===== src/design/strap_config_pkg.sv =====
package strap_config_pkg;

  ////////////////////////////////////////////////////////////////////////////////
  // Timing
  localparam int CLK_PERIOD_NS = 100;
  // Time the strap pins get to settle after the enable pin rises
  localparam int STRAP_SETTLE_NS = 2000;
  localparam int STRAP_SETTLE_CYCLES = (STRAP_SETTLE_NS + CLK_PERIOD_NS - 1) / CLK_PERIOD_NS;
  localparam int SETTLE_W = 5;
  localparam logic [SETTLE_W-1:0] SETTLE_LOAD = SETTLE_W'(STRAP_SETTLE_CYCLES - 1);
  localparam logic [SETTLE_W-1:0] SETTLE_DONE = 5'h00;

  ////////////////////////////////////////////////////////////////////////////////
  // Three-level pin sense: hi above the high threshold, lo below the low one
  typedef struct packed {
    logic hi;
    logic lo;
  } tri_sense_s;

  typedef enum logic [2:0] {
    TRI_LOW = 3'h1,
    TRI_MID = 3'h2,
    TRI_HIGH = 3'h4
  } tri_e;

  typedef enum logic [3:0] {
    ST_DOWN = 4'h1,
    ST_SAMPLE = 4'h2,
    ST_RUN = 4'h4,
    ST_STANDBY = 4'h8
  } mode_e;

  typedef enum logic [1:0] {
    DEEMPH_0DB = 2'h0,
    DEEMPH_NEG2DB = 2'h1
  } deemph_e;

  typedef enum logic [1:0] {
    EQ_ADAPTIVE = 2'h0,
    EQ_FIXED_7P5DB = 2'h1,
    EQ_FIXED_14DB = 2'h2
  } eq_mode_e;

  // Settings written by the local control port engine
  typedef struct packed {
    deemph_e deemph;
    eq_mode_e eq;
  } i2c_cfg_s;

  localparam i2c_cfg_s I2C_CFG_RESET = '{deemph: DEEMPH_0DB, eq: EQ_ADAPTIVE};

  // All pins that arrive from the board
  typedef struct packed {
    logic op_en;
    logic sig_en;
    logic mode_sel;
    logic addr_hi;
    logic clk_valid;
    logic scl;
    logic sda;
    tri_sense_s deemph;
    tri_sense_s eq;
    tri_sense_s term;
    tri_sense_s swap;
  } pin_s;

  // Both thresholds tripped at once cannot be a clean drive, so it reads as open
  function automatic tri_e tri_decode(input tri_sense_s s);
    tri_e r;
    r = TRI_MID;
    if (s.hi && !s.lo)
    begin
      r = TRI_HIGH;
    end
    else if (s.lo && !s.hi)
    begin
      r = TRI_LOW;
    end
    return r;
  endfunction : tri_decode

endpackage : strap_config_pkg


===== src/design/strap_config_decoder.sv =====
`timescale 1ns/100ps
module strap_config_decoder
  import strap_config_pkg::*;
(
  // Clock and reset
  input logic clk_sys_in,
  input logic sys_rst_in,
  // Board control pins
  input logic op_enable_in,
  input logic sig_detect_enable_in,
  input logic control_mode_select_in,
  input logic address_bit_high_in,
  input tri_sense_s deemph_select_in,
  input tri_sense_s equalizer_select_addr_low_in,
  input tri_sense_s transmit_termination_select_in,
  input tri_sense_s lane_swap_polarity_select_in,
  // Local control port pins
  input logic local_ctrl_clock_in,
  output logic local_ctrl_clock_out,
  output logic local_ctrl_clock_oe_n_out,
  input logic local_ctrl_data_in,
  output logic local_ctrl_data_out,
  output logic local_ctrl_data_oe_n_out,
  // Datapath status
  input logic input_clock_valid_in,
  input logic retimer_mode_in,
  input logic rate_above_2g_in,
  // Control port engine side
  output logic i2c_scl_out,
  output logic i2c_sda_out,
  input logic i2c_sda_drive_low_in,
  input logic i2c_cfg_wr_in,
  input i2c_cfg_s i2c_cfg_in,
  // Decoded settings
  output logic power_down_out,
  output logic standby_out,
  output logic detector_on_out,
  output logic rx_term_on_out,
  output deemph_e deemph_out,
  output eq_mode_e eq_mode_out,
  output logic strap_reserved_out,
  output logic tx_term_on_out,
  output logic lane_swap_out,
  output logic lane_invert_out,
  output logic i2c_mode_out,
  output logic [1:0] i2c_addr_out
);

  ////////////////////////////////////////////////////////////////////////////////
  // State

  typedef struct packed {
    pin_s sync1;
    pin_s sync2;
    logic en_prev;
    mode_e mode;
    logic [SETTLE_W-1:0] settle_cnt;
    logic mode_lat;
    logic addr_hi_lat;
    logic addr_lo_lat;
    tri_e deemph_lat;
    tri_e eq_lat;
    tri_e term_lat;
    tri_e swap_lat;
    i2c_cfg_s i2c_cfg;
    logic power_down;
    logic standby;
    logic detector_on;
    logic rx_term_on;
    deemph_e deemph;
    eq_mode_e eq;
    logic reserved;
    logic tx_term_on;
    logic lane_swap;
    logic lane_invert;
    logic i2c_mode;
    logic [1:0] i2c_addr;
    logic scl_fwd;
    logic sda_fwd;
    logic sda_oe_n;
    logic scl_oe_n;
    logic pin_level;
  } state_s;

  state_s state_reg;
  state_s state_next;
  pin_s pins;
  logic enable_fall;
  logic running;
  logic port_active;

  ////////////////////////////////////////////////////////////////////////////////
  // Pin gathering

  assign pins.op_en = op_enable_in;
  assign pins.sig_en = sig_detect_enable_in;
  assign pins.mode_sel = control_mode_select_in;
  assign pins.addr_hi = address_bit_high_in;
  assign pins.clk_valid = input_clock_valid_in;
  assign pins.scl = local_ctrl_clock_in;
  assign pins.sda = local_ctrl_data_in;
  assign pins.deemph = deemph_select_in;
  assign pins.eq = equalizer_select_addr_low_in;
  assign pins.term = transmit_termination_select_in;
  assign pins.swap = lane_swap_polarity_select_in;

  assign enable_fall = state_reg.en_prev && !state_reg.sync2.op_en;
  assign running = (state_reg.mode == ST_RUN) || (state_reg.mode == ST_STANDBY);
  assign port_active = running && state_reg.mode_lat;

  ////////////////////////////////////////////////////////////////////////////////
  // Next state

  always_comb
  begin
    state_next = state_reg;
    // Only sync2 is read by logic; sync1 feeds sync2 alone
    state_next.sync1 = pins;
    state_next.sync2 = state_reg.sync1;
    state_next.en_prev = state_reg.sync2.op_en;

    case (state_reg.mode)
      ST_DOWN:
      begin
        if (state_reg.sync2.op_en)
        begin
          state_next.mode = ST_SAMPLE;
          state_next.settle_cnt = SETTLE_LOAD;
        end
      end
      ST_SAMPLE:
      begin
        if (state_reg.settle_cnt == SETTLE_DONE)
        begin
          // Straps frozen here; later pin noise cannot disturb the settings
          state_next.mode_lat = state_reg.sync2.mode_sel;
          state_next.addr_hi_lat = state_reg.sync2.addr_hi;
          state_next.addr_lo_lat = state_reg.sync2.eq.hi;
          state_next.deemph_lat = tri_decode(state_reg.sync2.deemph);
          state_next.eq_lat = tri_decode(state_reg.sync2.eq);
          state_next.term_lat = tri_decode(state_reg.sync2.term);
          state_next.swap_lat = tri_decode(state_reg.sync2.swap);
          state_next.mode = ST_RUN;
        end
        else
        begin
          state_next.settle_cnt = state_reg.settle_cnt - 1'b1;
        end
      end
      ST_RUN:
      begin
        if (state_reg.sync2.sig_en && !state_reg.sync2.clk_valid)
        begin
          state_next.mode = ST_STANDBY;
        end
      end
      ST_STANDBY:
      begin
        if (!state_reg.sync2.sig_en || state_reg.sync2.clk_valid)
        begin
          state_next.mode = ST_RUN;
        end
      end
      default:
      begin
        state_next.mode = ST_DOWN;
      end
    endcase

    // Writes land only in port mode, so straps keep priority otherwise
    if (i2c_cfg_wr_in && port_active)
    begin
      state_next.i2c_cfg = i2c_cfg_in;
    end

    if (!state_reg.sync2.op_en)
    begin
      state_next.mode = ST_DOWN;
    end

    // Reset wins over a write in the same cycle
    if (enable_fall)
    begin
      state_next.mode = ST_DOWN;
      state_next.i2c_cfg = I2C_CFG_RESET;
      state_next.mode_lat = 1'b0;
      state_next.addr_hi_lat = 1'b0;
      state_next.addr_lo_lat = 1'b0;
      state_next.deemph_lat = TRI_MID;
      state_next.eq_lat = TRI_MID;
      state_next.term_lat = TRI_MID;
      state_next.swap_lat = TRI_MID;
    end

    //////////////////////////////////////////////////////////////////////////////
    // Decoded outputs

    state_next.power_down = !running;
    // Gated by the detector enable so standby never disagrees with termination
    state_next.standby = (state_reg.mode == ST_STANDBY) && state_reg.sync2.sig_en;
    state_next.detector_on = running && state_reg.sync2.sig_en;
    // Termination drops whenever the detector enable is high and the mode is not ST_RUN
    state_next.rx_term_on = !state_reg.sync2.sig_en || (state_reg.mode == ST_RUN);

    state_next.reserved = 1'b0;
    if (state_reg.mode_lat)
    begin
      state_next.deemph = state_reg.i2c_cfg.deemph;
      state_next.eq = state_reg.i2c_cfg.eq;
    end
    else
    begin
      case (state_reg.deemph_lat)
        TRI_LOW: state_next.deemph = DEEMPH_NEG2DB;
        TRI_HIGH:
        begin
          // Reserved level: flagged and held at the unemphasised setting
          state_next.deemph = DEEMPH_0DB;
          state_next.reserved = 1'b1;
        end
        default: state_next.deemph = DEEMPH_0DB;
      endcase
      case (state_reg.eq_lat)
        TRI_LOW: state_next.eq = EQ_FIXED_7P5DB;
        TRI_HIGH: state_next.eq = EQ_FIXED_14DB;
        default: state_next.eq = EQ_ADAPTIVE;
      endcase
    end

    case (state_reg.term_lat)
      TRI_HIGH: state_next.tx_term_on = 1'b0;
      TRI_LOW: state_next.tx_term_on = 1'b1;
      default: state_next.tx_term_on = rate_above_2g_in;
    endcase

    state_next.lane_swap = (state_reg.swap_lat == TRI_LOW);
    state_next.lane_invert = (state_reg.swap_lat == TRI_HIGH) && retimer_mode_in;
    // Same delay as power down, so mode and address move only across it
    state_next.i2c_mode = state_reg.mode_lat;
    state_next.i2c_addr = {state_reg.addr_hi_lat, state_reg.addr_lo_lat};

    //////////////////////////////////////////////////////////////////////////////
    // Local control port pins

    // Outside port mode the engine sees an idle bus and the pins stay released
    state_next.scl_fwd = port_active ? state_reg.sync2.scl : 1'b1;
    state_next.sda_fwd = port_active ? state_reg.sync2.sda : 1'b1;
    state_next.sda_oe_n = !(port_active && i2c_sda_drive_low_in);
    state_next.scl_oe_n = 1'b1;
    state_next.pin_level = 1'b0;
  end

  ////////////////////////////////////////////////////////////////////////////////
  // Registers

  always_ff @(posedge clk_sys_in)
  begin
    if (sys_rst_in)
    begin
      state_reg <= '0;
      state_reg.mode <= ST_DOWN;
      state_reg.deemph_lat <= TRI_MID;
      state_reg.eq_lat <= TRI_MID;
      state_reg.term_lat <= TRI_MID;
      state_reg.swap_lat <= TRI_MID;
      state_reg.i2c_cfg <= I2C_CFG_RESET;
      state_reg.power_down <= 1'b1;
      state_reg.rx_term_on <= 1'b1;
      state_reg.scl_fwd <= 1'b1;
      state_reg.sda_fwd <= 1'b1;
      state_reg.sda_oe_n <= 1'b1;
      state_reg.scl_oe_n <= 1'b1;
    end
    else
    begin
      state_reg <= state_next;
    end
  end

  ////////////////////////////////////////////////////////////////////////////////
  // Outputs

  assign power_down_out = state_reg.power_down;
  assign standby_out = state_reg.standby;
  assign detector_on_out = state_reg.detector_on;
  assign rx_term_on_out = state_reg.rx_term_on;
  assign deemph_out = state_reg.deemph;
  assign eq_mode_out = state_reg.eq;
  assign strap_reserved_out = state_reg.reserved;
  assign tx_term_on_out = state_reg.tx_term_on;
  assign lane_swap_out = state_reg.lane_swap;
  assign lane_invert_out = state_reg.lane_invert;
  assign i2c_mode_out = state_reg.i2c_mode;
  assign i2c_addr_out = state_reg.i2c_addr;
  assign i2c_scl_out = state_reg.scl_fwd;
  assign i2c_sda_out = state_reg.sda_fwd;
  assign local_ctrl_clock_out = state_reg.pin_level;
  assign local_ctrl_clock_oe_n_out = state_reg.scl_oe_n;
  assign local_ctrl_data_out = state_reg.pin_level;
  assign local_ctrl_data_oe_n_out = state_reg.sda_oe_n;

endmodule : strap_config_decoder


===== config.mk =====
export PLATFORM = sky130hd
export DESIGN_NAME = strap_config_decoder
export DESIGN_NICKNAME = d
export VERILOG_FILES = /design/src/design/strap_config_pkg.sv /design/src/design/strap_config_decoder.sv
export SDC_FILE = /design/constraint.sdc
export NUM_CORES = 1
export LEC_CHECK = 0
export BUFFER_PORTS_ARGS = -buffer_cell sky130_fd_sc_hd__buf_2
export CAP_MARGIN = 20
export CORE_MARGIN = 1.5
export CORE_UTILIZATION = 36
export CTS_CLUSTER_DIAMETER = 80
export DETAILED_ROUTE_END_ITERATION = 6
export SLEW_MARGIN = 30
export SYNTH_ARGS = -nofsm -noshare
export SYNTH_HDL_FRONTEND = slang
export SYNTH_SLANG_ARGS = --single-unit

===== constraint.sdc =====
create_clock -name clk_sys_in -period 2.8 [get_ports clk_sys_in]
set_input_delay 0.14 -clock clk_sys_in [delete_from_list [all_inputs] [get_ports clk_sys_in]]
set_output_delay 0.14 -clock clk_sys_in [all_outputs]
set_load 0.05 [all_outputs]

==> key figures <==
Outcome
  – Outcome: finished, final reports clean

Layout
  – Commonest non-fill, non-tap cell in the layout: dfxtp_1
  – Ant diodes: 0
  – Final Non-Filler Cells: 457
  – Synth-to-layout area growth: 18.03%
  – Final #Nets: 384
  – Fraction of final layout cells sized beyond drive strength 1: 19.15%
  – Area of the multi-input gates: 1211 µm²
  – Number of flip-flops in the largest register: 40
  – Final core occ: 44.79%
  – FF/Latch Area: 1541 µm²
  – # fillers: 796
  – Most frequent cells in the layout: 77 x dfxtp_1, 42 x buf_2, 34 x nor2b_1
  – Final non-filler cell area: 3515 µm²

GRT
  – Total track usage: 13.82%
  – Largest net degree at the start of global routing: 49
  – Initial antenna violation count: 0
  – Met2 Track Usage GR: 20.47%
  – Global-route wire length before repair: 9321 µm
  – Met3 Use GR: 5.097%
  – GR peak layer: met2
  – Vias in the first global route: 1982
  – Remaining global-route overflow: 0
  – Routing usage on met1: 18.21%

Yosys
  – Top_reg_cell synth: dfxtp_1
  – Register area share after synthesis: 51.76%
  – Syn Inst Count: 306
  – Async set or reset register ratio after synthesis: 0%
  – Post-synth cell types: 48
  – Synth Cell Area: 2978 µm²
  – Warnings from Yosys: 0
  – Syn avg cell area: 9.732 µm²
  – Yosys reg bits: 77
  – Post-synth EDFFs: 0

Clock network
  – # H-tree levels: 3
  – Max Buffers Root-to-Sink: 2
  – Reg clk slew, reported paths: 0.08 ns
  – # clock sinks: 77
  – Num CTS Buffers: 9
  – CTS tree: done
  – Root Driver: clkbuf_8
  – Clock Latency Late Sink: 0.35 ns

Critical path
  – Buf+Inv Stages, Crit Path: 1
  – Critical-path top delay cell: or4b_1
  – Worst reg-to-reg setup slack: 0.87 ns
  – RR Startpoint: state_reg[39]
  – Crit path max-delay family: simple AND/OR/NAND/NOR gates
  – Crit start category: flop
  – RR Endpoint: state_reg[40]
  – Crit path DAT: 2.14 ns
  – CP peak stage delay: 0.76 ns
  – Critical path type: flop to flop
  – Required time worst endpoint: 3.01 ns
  – CP Cell Sequence: inv_1, ha_1, or4b_1, a22oi_2, a221oi_1
  – Crit. End Element: flop
  – Cells on worst reg2reg path: 5
  – CP max FO: 19

Die
  – # IOs: 46
  – Die ar.: 8827 µm²
  – Die Ht: 93.95 µm
  – Site Rows: 32
  – Initial Utilization: 37.95%
  – Chip width: 93.95 µm
  – Core area: 7848 µm²

Min path
  – Hold depth: 3
  – Hold EP: lane_invert_out
  – HP Start: retimer_mode_in
  – Worst hold path class: primary input to flop

Timing
  – Final count of pins violating max slew: 0
  – Crit path time final: 1.932 ns
  – Final hold vios: 0
  – Setup-failing EPs final: 0
  – Skew final: 0.004955 ns
  – Worst slew pin tran: 0.7859 ns
  – Slew HR: 47.26%
  – Post-route setup TNS: 0 ns
  – Achievable frequency: 0.5175 GHz
  – Unrepaired setup endpoints after global routing: no
  – Period utilisation layout: 69.01%

Drt
  – Total wire length: 5444 µm
  – Remaining DRCs: 0
  – Via density: 4.724
  – Wire length per cell: 11.91 µm
  – 1st-pass router iterations: 4
  – Via count: 2159
  – 1st-iter DRT viols: 131
  – Routed Antenna Nets: 0

Place
  – I/O Buffers: 42
  – Inst Count DP: 425
  – Dpl cell area: 3173 µm²
  – Gpl congestion: 0.7990
  – DP HPWL: 3628 µm

Flow run
  – MaxCap Viol Count: 0

Power and ir drop
  – Lkg Pwr: 1.314 nW
  – Peak supply drop: 0.2226 mV
  – PD cells: 581.1 nW/µm²
-- Yosys cell counts, types with 2 or more instances --
master / instances / share of area (%)
dfxtp_1: 77 / 52
nor2b_1: 34 / 7.1
nand3_1: 22 / 3.7
a21oi_1: 16 / 2.7
inv_1: 15 / 1.9
o21ai_0: 12 / 2.0
buf_4: 10 / 2.5
clkbuf_1: 10 / 1.3
o21ai_1: 10 / 1.7
ha_1: 9 / 3.8
o211ai_1: 9 / 2.3
nor2_1: 8 / 1.0
nand2_1: 7 / 0.88
nand2b_1: 7 / 1.5
buf_2: 6 / 1.0
mux2i_1: 4 / 1.3
nor4_1: 4 / 0.84
nor4b_1: 4 / 1.2
nor3_1: 3 / 0.50
nor3b_1: 3 / 0.76
a221oi_1: 2 / 0.59
a31oi_1: 2 / 0.42
buf_6: 2 / 0.76
conb_1: 2 / 0.25
nand3b_1: 2 / 0.50
or2_2: 2 / 0.42
or3_1: 2 / 0.42
or4b_1: 2 / 0.67
-- power by group --
part / internal, mW / switching, mW / leakage [nW]
combinational: 0.0648 / 0.0874 / 0.603
sequential: 1.12 / 0.0149 / 0.628
clock: 0.332 / 0.424 / 0.0829
total: 1.52 / 0.526 / 1.31
-- layer usage --
layer  routed length, µm  share of wire (%)  up-vias
li1                    -                  -     1124
met1                2731                 50      967
met2                2359                 43       62
met3                 298                5.5        6
met4                  54               0.99        0
met5                   0                  0        -
-- area by class of cell --
| cell class | count | share of cell area (%) |
|---|---|---|
| clock buffers | 9 | 3.524 |
| clock inverters | 7 | 1.638 |
| inverters | 16 | 1.709 |
| multi-input cells | 185 | 34.46 |
| flip-flops and latches | 77 | 43.86 |
| well taps | 102 | 3.631 |
| repair buffers | 61 | 11.18 |
-- tightest hold or removal path: stages --
cell,delay (ns)
buf_2,0.10
nand2_1,0.06
nor4_1,0.04
-- stage by stage --
stage	setup slack [ns]	total power, mW	hold WS, ns
after floorplan	1.224	1.265	0.2019
after global placement	0.9236	1.294	0.2998
after detailed placement	0.8884	1.297	0.3046
after CTS	0.8761	2.079	0.0004806
after global routing	0.6994	2.145	0.01467
final	0.8678	2.042	0.02492
-- logic make-up (layout without fill, tap and decap cells) --
group,Yosys count,after routing,share of synthesized area [%]
DFF,77,77,51.76
xor gates and xnor gates,2,2,0.5883
adders and majority gates,9,9,3.782
muxes,4,4,1.345
other,2,3,0.2522
buffers and inverters,45,93,7.689
AOI/OAI and AO/OA,61,61,12.61
and+or+nand+nor,106,106,21.97
-- how the worst max path moves through the flow --
stage,from,end,slack (ns),cells after the start
3_3_place_gp,state_reg[39],state_reg[40],0.92,5
3_5_place_dp,state_reg[39],state_reg[40],0.89,5
6_report,state_reg[39],state_reg[40],0.87,5
4_1_cts,state_reg[39],state_reg[40],0.88,5
5_1_grt,state_reg[39],state_reg[29],0.70,5
2_1_floorplan,state_reg[39],state_next[5],1.22,7
-- what timing repair did --
item / CTS / global route
gates resized for setup: 0 / 0
hold buffers: 16 / 0
buffers inserted: 0 / 0
endpoints found under the hold margin: 16 / 0
Note: power is estimated with default switching activity, not from simulation.
